==> config.mk <==
export PLATFORM = sky130hd
export DESIGN_NAME = cap_regs
export DESIGN_NICKNAME = d
export VERILOG_FILES = /design/src/cap_regs_pkg.sv /design/src/preset_if.sv /design/src/preset_port.sv /design/src/slot_power_decode.sv /design/src/cap_regs.sv
export SDC_FILE = /design/constraint.sdc
export NUM_CORES = 1
export LEC_CHECK = 0
export ABC_AREA = 1
export BUFFER_PORTS_ARGS = -buffer_cell sky130_fd_sc_hd__buf_4
export CORE_MARGIN = 10
export CORE_UTILIZATION = 49
export CTS_BUF_LIST = sky130_fd_sc_hd__clkbuf_4 sky130_fd_sc_hd__clkbuf_8
export DETAILED_ROUTE_END_ITERATION = 6
export GPL_ROUTABILITY_DRIVEN = 0
export PLACE_DENSITY = 0.81
export SYNTH_ARGS = -nofsm -noshare
export SYNTH_HDL_FRONTEND = slang
export SYNTH_SLANG_ARGS = --single-unit
==> constraint.sdc <==
create_clock -name clock -period 4.15 [get_ports clock]
set_clock_uncertainty 0.2 [all_clocks]
set_input_delay 0.415 -clock clock [delete_from_list [all_inputs] [get_ports clock]]
set_output_delay 0.415 -clock clock [all_outputs]
set_load 0.02 [all_outputs]
==> src/cap_regs_pkg.sv <==
// Purpose: constants for the per-port device and link capability registers
// Assumes: 32-bit configuration words, one port per instance
// Notes:   offsets are byte addresses of configuration space
package cap_regs_pkg;

    // ************************************************************
    // register offsets
    // ************************************************************
    localparam logic [11:0] DEV_CAP_OFFSET    = 12'h06C;
    localparam logic [11:0] DEV_STSCTL_OFFSET = 12'h070;
    localparam logic [11:0] LINK_CAP_OFFSET   = 12'h074;

    // ************************************************************
    // field positions
    // ************************************************************
    localparam int SPL_VALUE_LSB = 18;
    localparam int SPL_SCALE_LSB = 26;
    localparam int ERR_EN_LSB    = 0;
    localparam int MPS_LSB       = 5;
    localparam int ERR_DET_LSB   = 16;
    localparam int SPEED_LSB     = 0;
    localparam int WIDTH_LSB     = 4;
    localparam int ASPM_LSB      = 10;

    // ************************************************************
    // reset values and codes
    // ************************************************************
    localparam logic [7:0] SPL_VALUE_RESET = 8'h00;
    localparam logic [1:0] SPL_SCALE_RESET = 2'h0;
    localparam logic [3:0] ERR_EN_RESET    = 4'h0;
    localparam logic [2:0] MPS_RESET       = 3'h0;
    localparam logic [2:0] MPS_MAX_CODE    = 3'h4;
    localparam logic [3:0] SPEED_GEN2      = 4'h2;
    localparam logic [3:0] SPEED_GEN1      = 4'h1;
    localparam logic [5:0] WIDTH_X1        = 6'h01;
    localparam logic [1:0] ASPM_RESET      = 2'h3;
    localparam logic [1:0] ASPM_L0S_ONLY   = 2'h1;

    // scale code meaning, in thousandths of a watt multiplier
    localparam logic [9:0] SCALE_MILLI [4] = '{10'd1000, 10'd100,
                                               10'd10, 10'd1};

endpackage

==> src/preset_if.sv <==
`timescale 1ns/1ps
// Purpose: carries eeprom or i2c preset writes between design modules
// Assumes: one word written per valid cycle
// Notes:   mask selects which bits of the word are replaced
interface preset_if;
    logic        valid;
    logic [11:0] offset;
    logic [31:0] data;
    logic [31:0] mask;

    modport source (output valid, offset, data, mask);
    modport sink   (input  valid, offset, data, mask);
endinterface

==> src/preset_port.sv <==
`timescale 1ns/1ps
// Purpose: registers an eeprom or i2c preset write for the register bank
// Assumes: loader pulses load_valid once per word
// Notes:   one cycle of latency, kept so decode sees clean values
module preset_port
    import cap_regs_pkg::*;
(
    // clock and reset
    input  wire logic        clock,
    input  wire logic        arst_n,
    // loader side
    input  wire logic        load_valid,
    input  wire logic [11:0] load_offset,
    input  wire logic [31:0] load_data,
    input  wire logic [31:0] load_mask,
    // bank side
    preset_if.source         preset
);

    typedef struct packed {
        logic        valid;
        logic [11:0] offset;
        logic [31:0] data;
        logic [31:0] mask;
    } state_type;

    state_type state_reg;
    state_type state_next;

    // capture the loader word
    always_comb begin
        state_next        = state_reg;
        state_next.valid  = load_valid;
        state_next.offset = load_offset;
        state_next.data   = load_data;
        state_next.mask   = load_mask;
    end

    always_ff @(posedge clock or negedge arst_n) begin
        if (!arst_n) begin
            state_reg <= '0;
        end else begin
            state_reg <= state_next;
        end
    end

    assign preset.valid  = state_reg.valid;
    assign preset.offset = state_reg.offset;
    assign preset.data   = state_reg.data;
    assign preset.mask   = state_reg.mask;

endmodule // preset_port

==> src/slot_power_decode.sv <==
`timescale 1ns/1ps
// Purpose: turns captured slot power value and scale into milliwatts
// Assumes: scale is the two-bit captured code
// Notes:   result registered; max 255 W fits 18 bits
module slot_power_decode
    import cap_regs_pkg::*;
(
    // clock and reset
    input  wire logic        clock,
    input  wire logic        arst_n,
    // captured fields
    input  wire logic [7:0]  value,
    input  wire logic [1:0]  scale,
    // decoded limit
    output logic      [17:0] milliwatts
);

    typedef struct packed {
        logic [17:0] mw;
    } state_type;

    state_type state_reg;
    state_type state_next;

    // value times scale factor in thousandths
    always_comb begin
        state_next    = state_reg;
        state_next.mw = 18'(value) * 18'(SCALE_MILLI[scale]);
    end

    always_ff @(posedge clock or negedge arst_n) begin
        if (!arst_n) begin
            state_reg <= '0;
        end else begin
            state_reg <= state_next;
        end
    end

    assign milliwatts = state_reg.mw;

endmodule // slot_power_decode

==> src/cap_regs.sv <==
`timescale 1ns/1ps
// Purpose: device capability, device status/control, link capability
// Assumes: configuration write/read strobes synchronous to clock
// Notes:   read data registered one cycle after the read strobe
module cap_regs
    import cap_regs_pkg::*;
(
    // clock and reset
    input  wire logic        clock,
    input  wire logic        arst_n,
    // port role and straps
    input  wire logic        upstream_port,
    input  wire logic        speed_select_strap,
    input  wire logic [5:0]  station_port_config_straps,
    // configuration access
    input  wire logic        cfg_write,
    input  wire logic        cfg_read,
    input  wire logic [11:0] cfg_offset,
    input  wire logic [3:0]  cfg_byte_en,
    input  wire logic [31:0] cfg_wdata,
    output logic      [31:0] cfg_rdata,
    output logic             cfg_rvalid,
    // eeprom or i2c preset
    input  wire logic        load_valid,
    input  wire logic [11:0] load_offset,
    input  wire logic [31:0] load_data,
    input  wire logic [31:0] load_mask,
    // slot power captured from the set slot power limit message
    input  wire logic        spl_capture,
    input  wire logic [7:0]  spl_value_in,
    input  wire logic [1:0]  spl_scale_in,
    // error events, one-cycle pulses
    input  wire logic [3:0]  err_detect,
    // block state out
    output logic      [3:0]  err_report_en,
    output logic      [2:0]  max_payload,
    output logic      [3:0]  err_detected,
    output logic      [5:0]  max_link_width,
    output logic      [17:0] slot_power_mw
);

    preset_if preset ();

    // ************************************************************
    // state
    // ************************************************************
    typedef struct packed {
        logic        started;
        logic [7:0]  spl_value;
        logic [1:0]  spl_scale;
        logic [3:0]  err_en;
        logic [2:0]  mps;
        logic [3:0]  err_det;
        logic [3:0]  speeds;
        logic [5:0]  width;
        logic [1:0]  aspm;
        logic [31:0] rdata;
        logic        rvalid;
    } state_type;

    state_type   state_reg;
    state_type   state_next;
    logic [31:0] wmask;
    logic [31:0] dev_cap_word;
    logic [31:0] stsctl_word;
    logic [31:0] link_cap_word;

    preset_port u_preset (
        .clock       (clock),
        .arst_n      (arst_n),
        .load_valid  (load_valid),
        .load_offset (load_offset),
        .load_data   (load_data),
        .load_mask   (load_mask),
        .preset      (preset)
    );

    slot_power_decode u_spl (
        .clock      (clock),
        .arst_n     (arst_n),
        .value      (state_reg.spl_value),
        .scale      (state_reg.spl_scale),
        .milliwatts (slot_power_mw)
    );

    // byte enables widened to a bit mask
    always_comb begin
        for (int i = 0; i < 4; i++) begin
            wmask[i*8 +: 8] = {8{cfg_byte_en[i]}};
        end
    end

    // ************************************************************
    // read views; every unlisted bit is zero
    // ************************************************************
    always_comb begin
        dev_cap_word = '0;
        if (upstream_port) begin
            dev_cap_word[SPL_VALUE_LSB +: 8] = state_reg.spl_value;
            dev_cap_word[SPL_SCALE_LSB +: 2] = state_reg.spl_scale;
        end
        // control bits 4, 8..15 and status 20, 21 stay zero
        stsctl_word = '0;
        stsctl_word[ERR_EN_LSB +: 4]  = state_reg.err_en;
        stsctl_word[MPS_LSB +: 3]     = state_reg.mps;
        stsctl_word[ERR_DET_LSB +: 4] = state_reg.err_det;
        link_cap_word = '0;
        link_cap_word[SPEED_LSB +: 4] = state_reg.speeds;
        link_cap_word[WIDTH_LSB +: 6] = state_reg.width;
        link_cap_word[ASPM_LSB +: 2]  = state_reg.aspm;
    end

    // ************************************************************
    // next state
    // ************************************************************
    always_comb begin
        state_next = state_reg;
        state_next.started = 1'b1;
        // straps are caught on the first clock after reset release
        if (!state_reg.started) begin
            state_next.speeds = speed_select_strap ? SPEED_GEN2
                                                   : SPEED_GEN1;
            state_next.width  = station_port_config_straps;
        end

        // eeprom/i2c preset; only loadable fields are touched
        if (preset.valid) begin
            if (preset.offset == DEV_CAP_OFFSET) begin
                for (int b = 0; b < 8; b++) begin
                    if (preset.mask[SPL_VALUE_LSB + b])
                        state_next.spl_value[b] =
                            preset.data[SPL_VALUE_LSB + b];
                end
                for (int b = 0; b < 2; b++) begin
                    if (preset.mask[SPL_SCALE_LSB + b])
                        state_next.spl_scale[b] =
                            preset.data[SPL_SCALE_LSB + b];
                end
            end else if (preset.offset == DEV_STSCTL_OFFSET) begin
                for (int b = 0; b < 4; b++) begin
                    if (preset.mask[ERR_EN_LSB + b])
                        state_next.err_en[b] = preset.data[ERR_EN_LSB + b];
                end
                if (preset.mask[MPS_LSB +: 3] == 3'h7 &&
                    preset.data[MPS_LSB +: 3] <= MPS_MAX_CODE)
                    state_next.mps = preset.data[MPS_LSB +: 3];
            end else if (preset.offset == LINK_CAP_OFFSET) begin
                // reserved speed codes are never loaded
                if (preset.mask[SPEED_LSB +: 4] == 4'hF &&
                    (preset.data[SPEED_LSB +: 4] == SPEED_GEN1 ||
                     preset.data[SPEED_LSB +: 4] == SPEED_GEN2))
                    state_next.speeds = preset.data[SPEED_LSB +: 4];
                // width is the eeprom port configuration value
                if (preset.mask[WIDTH_LSB +: 6] == 6'h3F &&
                    $onehot(preset.data[WIDTH_LSB +: 6]))
                    state_next.width = preset.data[WIDTH_LSB +: 6];
                // only 01b and 11b are legal; both have the low bit set
                if (preset.mask[ASPM_LSB +: 2] == 2'h3 &&
                    preset.data[ASPM_LSB])
                    state_next.aspm = preset.data[ASPM_LSB +: 2];
            end
        end

        // captured slot power from the link, upstream only
        if (spl_capture && upstream_port) begin
            state_next.spl_value = spl_value_in;
            state_next.spl_scale = spl_scale_in;
        end

        // configuration writes: only control bits and write-1-clear
        if (cfg_write && cfg_offset == DEV_STSCTL_OFFSET) begin
            if (cfg_byte_en[0]) begin
                state_next.err_en = cfg_wdata[ERR_EN_LSB +: 4];
                // out of range codes ignored, field keeps its value
                if (cfg_wdata[MPS_LSB +: 3] <= MPS_MAX_CODE)
                    state_next.mps = cfg_wdata[MPS_LSB +: 3];
            end
            state_next.err_det = state_next.err_det &
                ~(cfg_wdata[ERR_DET_LSB +: 4] &
                  wmask[ERR_DET_LSB +: 4]);
        end

        // detection wins over a same-cycle clear; enables ignored
        state_next.err_det = state_next.err_det | err_detect;

        // registered read data, unmapped offsets read zero
        state_next.rvalid = cfg_read;
        if (!cfg_read) begin
            state_next.rdata = state_reg.rdata;
        end else if (cfg_offset == DEV_CAP_OFFSET) begin
            state_next.rdata = dev_cap_word;
        end else if (cfg_offset == DEV_STSCTL_OFFSET) begin
            state_next.rdata = stsctl_word;
        end else if (cfg_offset == LINK_CAP_OFFSET) begin
            state_next.rdata = link_cap_word;
        end else begin
            state_next.rdata = '0;
        end
    end

    // ************************************************************
    // registers
    // ************************************************************
    always_ff @(posedge clock or negedge arst_n) begin
        if (!arst_n) begin
            state_reg           <= '0;
            state_reg.spl_value <= SPL_VALUE_RESET;
            state_reg.spl_scale <= SPL_SCALE_RESET;
            state_reg.err_en    <= ERR_EN_RESET;
            state_reg.mps       <= MPS_RESET;
            state_reg.speeds    <= SPEED_GEN1;
            state_reg.width     <= WIDTH_X1;
            state_reg.aspm      <= ASPM_RESET;
        end else begin
            state_reg <= state_next;
        end
    end

    assign cfg_rdata      = state_reg.rdata;
    assign cfg_rvalid     = state_reg.rvalid;
    assign err_report_en  = state_reg.err_en;
    assign max_payload    = state_reg.mps;
    assign err_detected   = state_reg.err_det;
    assign max_link_width = state_reg.width;

    // ************************************************************
    // checks
    // ************************************************************
    err_sticky_a: assert property (@(posedge clock)
        disable iff (!arst_n) err_detect[0] |=> err_detected[0])
        else $error("error flag not set");
    err_clear_a: assert property (@(posedge clock)
        disable iff (!arst_n)
        cfg_write && cfg_offset == DEV_STSCTL_OFFSET && cfg_byte_en[2] &&
        cfg_wdata[ERR_DET_LSB] && !err_detect[0] |=> !err_detected[0])
        else $error("error flag not cleared");
    mps_range_a: assert property (@(posedge clock)
        disable iff (!arst_n) max_payload <= MPS_MAX_CODE)
        else $error("payload code out of range");
    downstream_spl_a: assert property (@(posedge clock)
        disable iff (!arst_n)
        cfg_read && cfg_offset == DEV_CAP_OFFSET && !upstream_port
        |=> cfg_rdata[31:18] == '0)
        else $error("slot power visible downstream");
    ctl_rsvd_a: assert property (@(posedge clock)
        disable iff (!arst_n)
        cfg_read && cfg_offset == DEV_STSCTL_OFFSET
        |=> cfg_rdata[15:8] == '0 && !cfg_rdata[4] && cfg_rdata[21:20] == '0)
        else $error("reserved control bits set");
    en_write_a: assert property (@(posedge clock)
        disable iff (!arst_n)
        cfg_write && cfg_offset == DEV_STSCTL_OFFSET && cfg_byte_en[0]
        |=> err_report_en == $past(cfg_wdata[3:0]))
        else $error("reporting enables not written");
    speed_strap_a: assert property (@(posedge clock)
        disable iff (!arst_n)
        $rose(state_reg.started) && !$past(preset.valid)
        |-> state_reg.speeds == ($past(speed_select_strap) ? SPEED_GEN2
                                                          : SPEED_GEN1))
        else $error("speed default not from strap");
    read_valid_a: assert property (@(posedge clock)
        disable iff (!arst_n)
        cfg_read && cfg_offset == LINK_CAP_OFFSET
        |=> cfg_rvalid && cfg_rdata[31:12] == '0)
        else $error("link capability reserved bits set");

    // ************************************************************
    // reset, strap, read-only field and error flag checks
    // ************************************************************
    rst_zero_a: assert property (@(posedge clock)
        disable iff (!arst_n)
        $rose(state_reg.started)
        |-> $past(err_report_en) == '0 && $past(max_payload) == '0)
        else $error("control not zero after reset");
    aspm_reset_a: assert property (@(posedge clock)
        disable iff (!arst_n)
        $rose(state_reg.started) |-> $past(state_reg.aspm) == ASPM_RESET)
        else $error("link power support not reset to both");
    width_strap_a: assert property (@(posedge clock)
        disable iff (!arst_n)
        $rose(state_reg.started) && !$past(preset.valid)
        |-> max_link_width == $past(station_port_config_straps))
        else $error("link width not from straps");
    speed_legal_a: assert property (@(posedge clock)
        disable iff (!arst_n)
        state_reg.speeds == SPEED_GEN1 || state_reg.speeds == SPEED_GEN2)
        else $error("reserved link speed code");
    aspm_legal_a: assert property (@(posedge clock)
        disable iff (!arst_n)
        state_reg.aspm == ASPM_RESET || state_reg.aspm == ASPM_L0S_ONLY)
        else $error("reserved link power code");
    ro_write_a: assert property (@(posedge clock)
        disable iff (!arst_n)
        cfg_write && cfg_offset == LINK_CAP_OFFSET && state_reg.started &&
        !preset.valid |=> $stable(max_link_width))
        else $error("link width written by software");
    upstream_spl_a: assert property (@(posedge clock)
        disable iff (!arst_n)
        cfg_read && cfg_offset == DEV_CAP_OFFSET && upstream_port
        |=> cfg_rdata[27:18] ==
            $past({state_reg.spl_scale, state_reg.spl_value}))
        else $error("captured slot power not shown upstream");
    spl_ignore_a: assert property (@(posedge clock)
        disable iff (!arst_n)
        spl_capture && !upstream_port && !preset.valid
        |=> $stable(state_reg.spl_value))
        else $error("slot power captured downstream");
    det_all_a: assert property (@(posedge clock)
        disable iff (!arst_n)
        err_detect != '0
        |=> (err_detected & $past(err_detect)) == $past(err_detect))
        else $error("detected flag missed an event");

endmodule // cap_regs

### Word level (Yosys, flattened, before mapping)

Cells that the tools add are included.

| cells by class | value |
|---|---|
| bitwise logic cells | 7 |
| eq/ne operators | 13 |
| multipliers | 1 |
| reductions and logical operators | 30 |
| magnitude comparators | 3 |
| $add $sub $neg | 5 |
| muxes and demuxes | 39 |

Operator list:

| operator | count |
|---|---|
| $eq 12x7->1 const B | 6 |
| $mux 10 | 6 |
| $mux 12 | 5 |
| $reduce_and 3->1 | 10 |
| $mux 28 | 1 |
| $reduce_bool 2->1 | 12 |
| $mux 7 | 3 |
| $bmux 10 s2 | 1 |
| $mux 20 | 1 |
| $mul 8x10->18 | 1 |
| $mux 17 | 1 |
| $mux 1 | 14 |
| $mux 11 | 1 |
| $and 4x4->4 | 2 |
| $add 1x1->2 | 3 |
| $eq 6x6->1 const B | 1 |
| $le 3x3->1 const B | 2 |
| $logic_and 1x1->1 | 6 |
| $mux 3 | 2 |
| $mux 6 | 1 |
| $reduce_and 5->1 | 1 |
| $eq 4x1->1 const B | 1 |
| $eq 4x2->1 const B | 1 |
| $eq 4x4->1 const B | 1 |
| 13 further kinds | 15 |

| word-level totals | value |
|---|---|
| input bits | 152 |
| output and inout port bits | 68 |
| register bits | 154 |
| logic and storage cells | 122 |

### Longest topological paths before layout

| logic depth | value |
|---|---|
| depth in word-level cells | 10 |
| mapped depth | 21 |
| depth with buffers taken out | 21 |

### Cells and area by module

A second synthesis with hierarchy kept.

| second synthesis, totals | value |
|---|---|
| cells, all modules | 1005 |
| area, all modules | 8896.0 um^2 |

Modules (own cells, without submodules):

| module | seq. area each (um^2) | times used | area each (um^2) | cells an instance |
|---|---|---|---|---|
| cap_regs | 1481.4 | 1 | 3878.7 | 520 |
| slot_power_decode | 450.4 | 1 | 3090.5 | 408 |
| preset_port | 1926.8 | 1 | 1926.8 | 77 |

### Worst setup path after synthesis

OpenSTA, ideal clock, no wires.

| path | value |
|---|---|
| kind | register -> register |
| start | register state_reg[57] in the netlist's numbering |
| end | register u_spl.state_reg (netlist bit u_spl.milliwatts[17]) |
| buffers on the path | 1 |
| period minus slack after synthesis | 4.192 ns |
| stages on the path, launching flop included | 18 |
| arrival time | 3.876 ns |
| setup slack | -0.042 ns |
| setup time | 0.116 ns |
| data required time | 3.834 ns |
| cell sequence | dfrtp_1 > clkbuf_1 > nor2_1 > inv_1 > fa_1 > fa_1 > fa_1 > fa_1 > inv_1 > ha_1 > nand2_1 > inv_1 > a21oi_1 > nor2_1 > nor2_1 > nand2_1 > nand2_1 > nand2_1 |

RTL lines:

| element | RTL line | RTL |
|---|---|---|
| from (decl) | cap_regs.sv:61 | `state_type state_reg;` |
| from (signal assigned) | cap_regs.sv:215 | `state_reg <= state_next;` |
| to (signal assigned) | slot_power_decode.sv:35 | `state_reg <= state_next;` |
| to (decl) | slot_power_decode.sv:22 | `state_type state_reg;` |

==> key figures <==
Power and ir drop
  • Internal power: 3.97 mW
  • Clock power share: 16.1%
  • Combinational Power Share: 61.7%
  • Switching power: 2.96 mW
  • Switching portion of total power: 42.7%
  • Sequential Power Share: 22.1%
  • Max IR drop VDD: 0.000596 V
  • Cell Pwr Density: 637 nW/um^2
  • Leakage Power: 5.67 nW

Logic synthesis
  • Synthesized netlist cell count: 900
  • Mean post-synth cell area: 8.82 sq um
  • Cell area after synthesis: 7940 sq um
  • Warnings from Yosys: 0
  • Post-synthesis async set-or-reset flop share: 100%
  • Synth Flop Type: dfrtp_1
  • Seq/Total Area, Yosys: 42.3%
  • Synthesized flop and latch total: 134
  • Unique masters post-synth: 34
  • Post-synth EDFFs: 0

Placement
  • IO buf count: 168
  • Dpl hpwl: 15.3 mm
  • Dpl ws: -198 ps
  • Cells after DPL: 1,272

Cells and area
  • Most common cell after layout, fill and taps aside: buf_4
  • Fill cell count: 1,185
  • Area of the multi-input gates: 3890 sq um
  • Ant. Diodes: 0
  • Max FFs per register: 24
  • Fin nets: 1,392
  • Area growth syn-to-layout: 37.2%
  • Share of cells above drive strength 1: 29.7%
  • Register area: 3360 sq um
  • Most frequent cells in the layout: buf_4 (216), nand2_1 (167), inv_1 (154), dfrtp_1 (128), o21ai_0 (66)
  • Final cell count without fillers: 1,377
  • Final core utilization: 68.5%

Critical path
  • Path depth of the worst reg2reg path: 16
  • Max stage delay on crit path: 580 ps
  • Crit path cell chain: nor2_4 > inv_4 > nor2_2 > buf_4 > fa_1 > fa_1 > fa_1 > fa_1 > ha_4 > a21o_1 > a21oi_2 > nor2_1 > nor2_2 > nand2_1 > nand2_1 > nand2_1
  • Worst path bufs/invs: 2
  • Critical Path Source Type: register
  • CP top delay family: adder cells
  • Worst path slowest cell: fa_1
  • Critical Path AT: 4470 ps
  • Crit path max fanout: 5
  • Levels on crit path: 16
  • Crit-path most repeated cell: fa_1
  • Worst setup path class: register to register
  • Crit path capture type: register
  • Data required, critical path: 4300 ps

Clock tree
  • Clk buf depth: 2
  • H-tree depth: 4
  • Worst-path clk slew: 80 ps
  • CTS Buf Count: 17
  • CTS root buf: clkbuf_8
  • # clock sinks: 134
  • Clk_lat worst skew: 460 ps
  • CTS tree: yes

Hold path
  • Min-Delay Path Depth: 3
  • Min-Delay Path Class: input port to register

Global route
  • First-pass GRT wire length: 35.0 mm
  • Vias in the first global route: 6,925
  • Initial antenna violation count: 0
  • GRT Total Usage: 19.9%
  • Largest net degree at the start of global routing: 108
  • Gr ovfl total: 0

Floorplan
  • Initial Util: 50.0%
  • Die span in x: 147 um
  • Die Y: 147 um
  • Core ar.: 15,900 sq um
  • Die Area: 21,700 sq um
  • IO Pins: 220
  • Row count: 46

Routing
  • Drt pass-1 iters: 7
  • Detail-routed via count per cell: 4.93
  • Initial DRC Count: 482
  • Detailed-route DRC error count: 0
  • Via Count: 6,784
  • Wire per inst: 16.5 um
  • Routed wire length: 22.7 mm
  • Post-DRT Antenna Nets: 0

Outcome
  • Run status: finished with violations
  • Failing checks: negative setup slack

Timing
  • Hold slack: 38.3 ps
  • Fin crit share: 104%
  • Slew HR: 37.0%
  • Worst-margin pin slew: 945 ps
  • Count of final setup violators: 9
  • Max Fclk: 232 MHz
  • Worst setup margin: -167 ps
  • RSZ-0062 raised after global routing: yes
  • Setup TNS: -852 ps
  • Final hold violation count: 0
  • Slew Viols, Final: 0
  • Period minus WS final: 4320 ps

Job
  • Max-cap violations: 0
synth_stat cells (2+ instances only):
library cell	count	share of area, %
inv_1	164	7.8
nor2_2	2	0.16
buf_4	49	4.6
a21o_1	6	0.57
nor2_1	73	3.5
conb_1	2	0.095
o211ai_1	2	0.19
or2_2	5	0.39
nand2_1	184	8.7
xor2_1	9	0.99
o21ai_1	2	0.13
fa_1	43	11
ha_1	49	7.7
nor3_1	7	0.44
buf_2	3	0.19
clkbuf_1	12	0.57
nand4_1	15	1.2
o21ai_0	70	4.4
a21oi_1	13	0.82
o31ai_1	4	0.38
and3_1	3	0.24
nor4_1	3	0.24
dfstp_2	4	1.3
dfrtp_1	130	41
xnor2_1	3	0.33
nand3_1	35	2.2
per-layer routing:
metal	GRT usage (%)	routed length, um	vias up
met5	0	0	-
met4	7.04	684	0
met3	6.08	1940	69
met2	33.1	11200	298
met1	24.0	8810	3191
li1	-	-	3226
kinds of logic (layout without fill, tap and decap cells):
kind of cell | count (synthesis) | in the layout | synth area share, %
and+or+nand+nor | 331 | 331 | 17.6
buffers and inverters | 229 | 483 | 13.3
DFF | 134 | 134 | 42.3
AOI/OAI and AO/OA | 100 | 100 | 6.78
adders and majority gates | 92 | 92 | 18.6
xor gates and xnor gates | 12 | 12 | 1.32
other | 2 | 9 | 0.0946
through the flow:
step	instance area [sq um]	total power, mW
6_report	10900	6.94
5_1_grt	10900	7.39
4_1_cts	10500	5.79
3_5_place_dp	9410	4.52
3_3_place_gp	9410	4.41
2_1_floorplan	7970	3.36
tightest hold or removal path, cell delays in order:
cell and delay (ps):
buf_4 110, nor2_1 90, a31oi_1 40
layout make-up:
cell class	count	area share [%]
flip-flops and latches	134	30.9
clock buffers	20	2.41
multi-input cells	544	35.7
inverters	164	5.70
clock inverters	12	1.32
repair buffers	287	21.5
well taps	216	2.48
power groups by stage:
stage          sequential (mW)  combinational (mW)  clock [mW]
4_1_cts                   1.53                3.12        1.14
5_1_grt                   1.55                4.64        1.20
2_1_floorplan             1.63                1.73           0
6_report                  1.54                4.28        1.12
3_5_place_dp              1.55                2.97           0
3_3_place_gp              1.54                2.86           0
worst paths after layout:
| path | from | slack (ps) | endpoint |
|---|---|---|---|
| min in group asynchronous | arst_n | 440 | u_preset.preset.mask[9]$_DFF_PN0_ |
| setup reg to reg | state_reg[56]$_DFFE_PN0P_ | -170 | u_spl.milliwatts[17]$_DFF_PN0_ |
| hold reg to reg | link_cap_word[10]$_DFFE_PN1P_ | 270 | link_cap_word[10]$_DFFE_PN1P_ |
| max in group asynchronous | arst_n | 2300 | link_cap_word[11]$_DFFE_PN1P_ |
| hold / removal | cfg_wdata[7] | 40 | max_payload[2]$_DFF_PN0_ |
| setup / recovery | state_reg[56]$_DFFE_PN0P_ | -170 | u_spl.milliwatts[17]$_DFF_PN0_ |
timing repair:
item / 4_1_cts / 5_1_grt
hold buffers: 63 / 0
resized for setup: 20 / 80
cloned: 0 / 0
buffers inserted: 1 / 10
endpoints found under the setup margin: 10 / 10
pin swaps: 6 / 31
hold endpoints to repair: 166 / 0
Power figures use the tool's default switching activity.
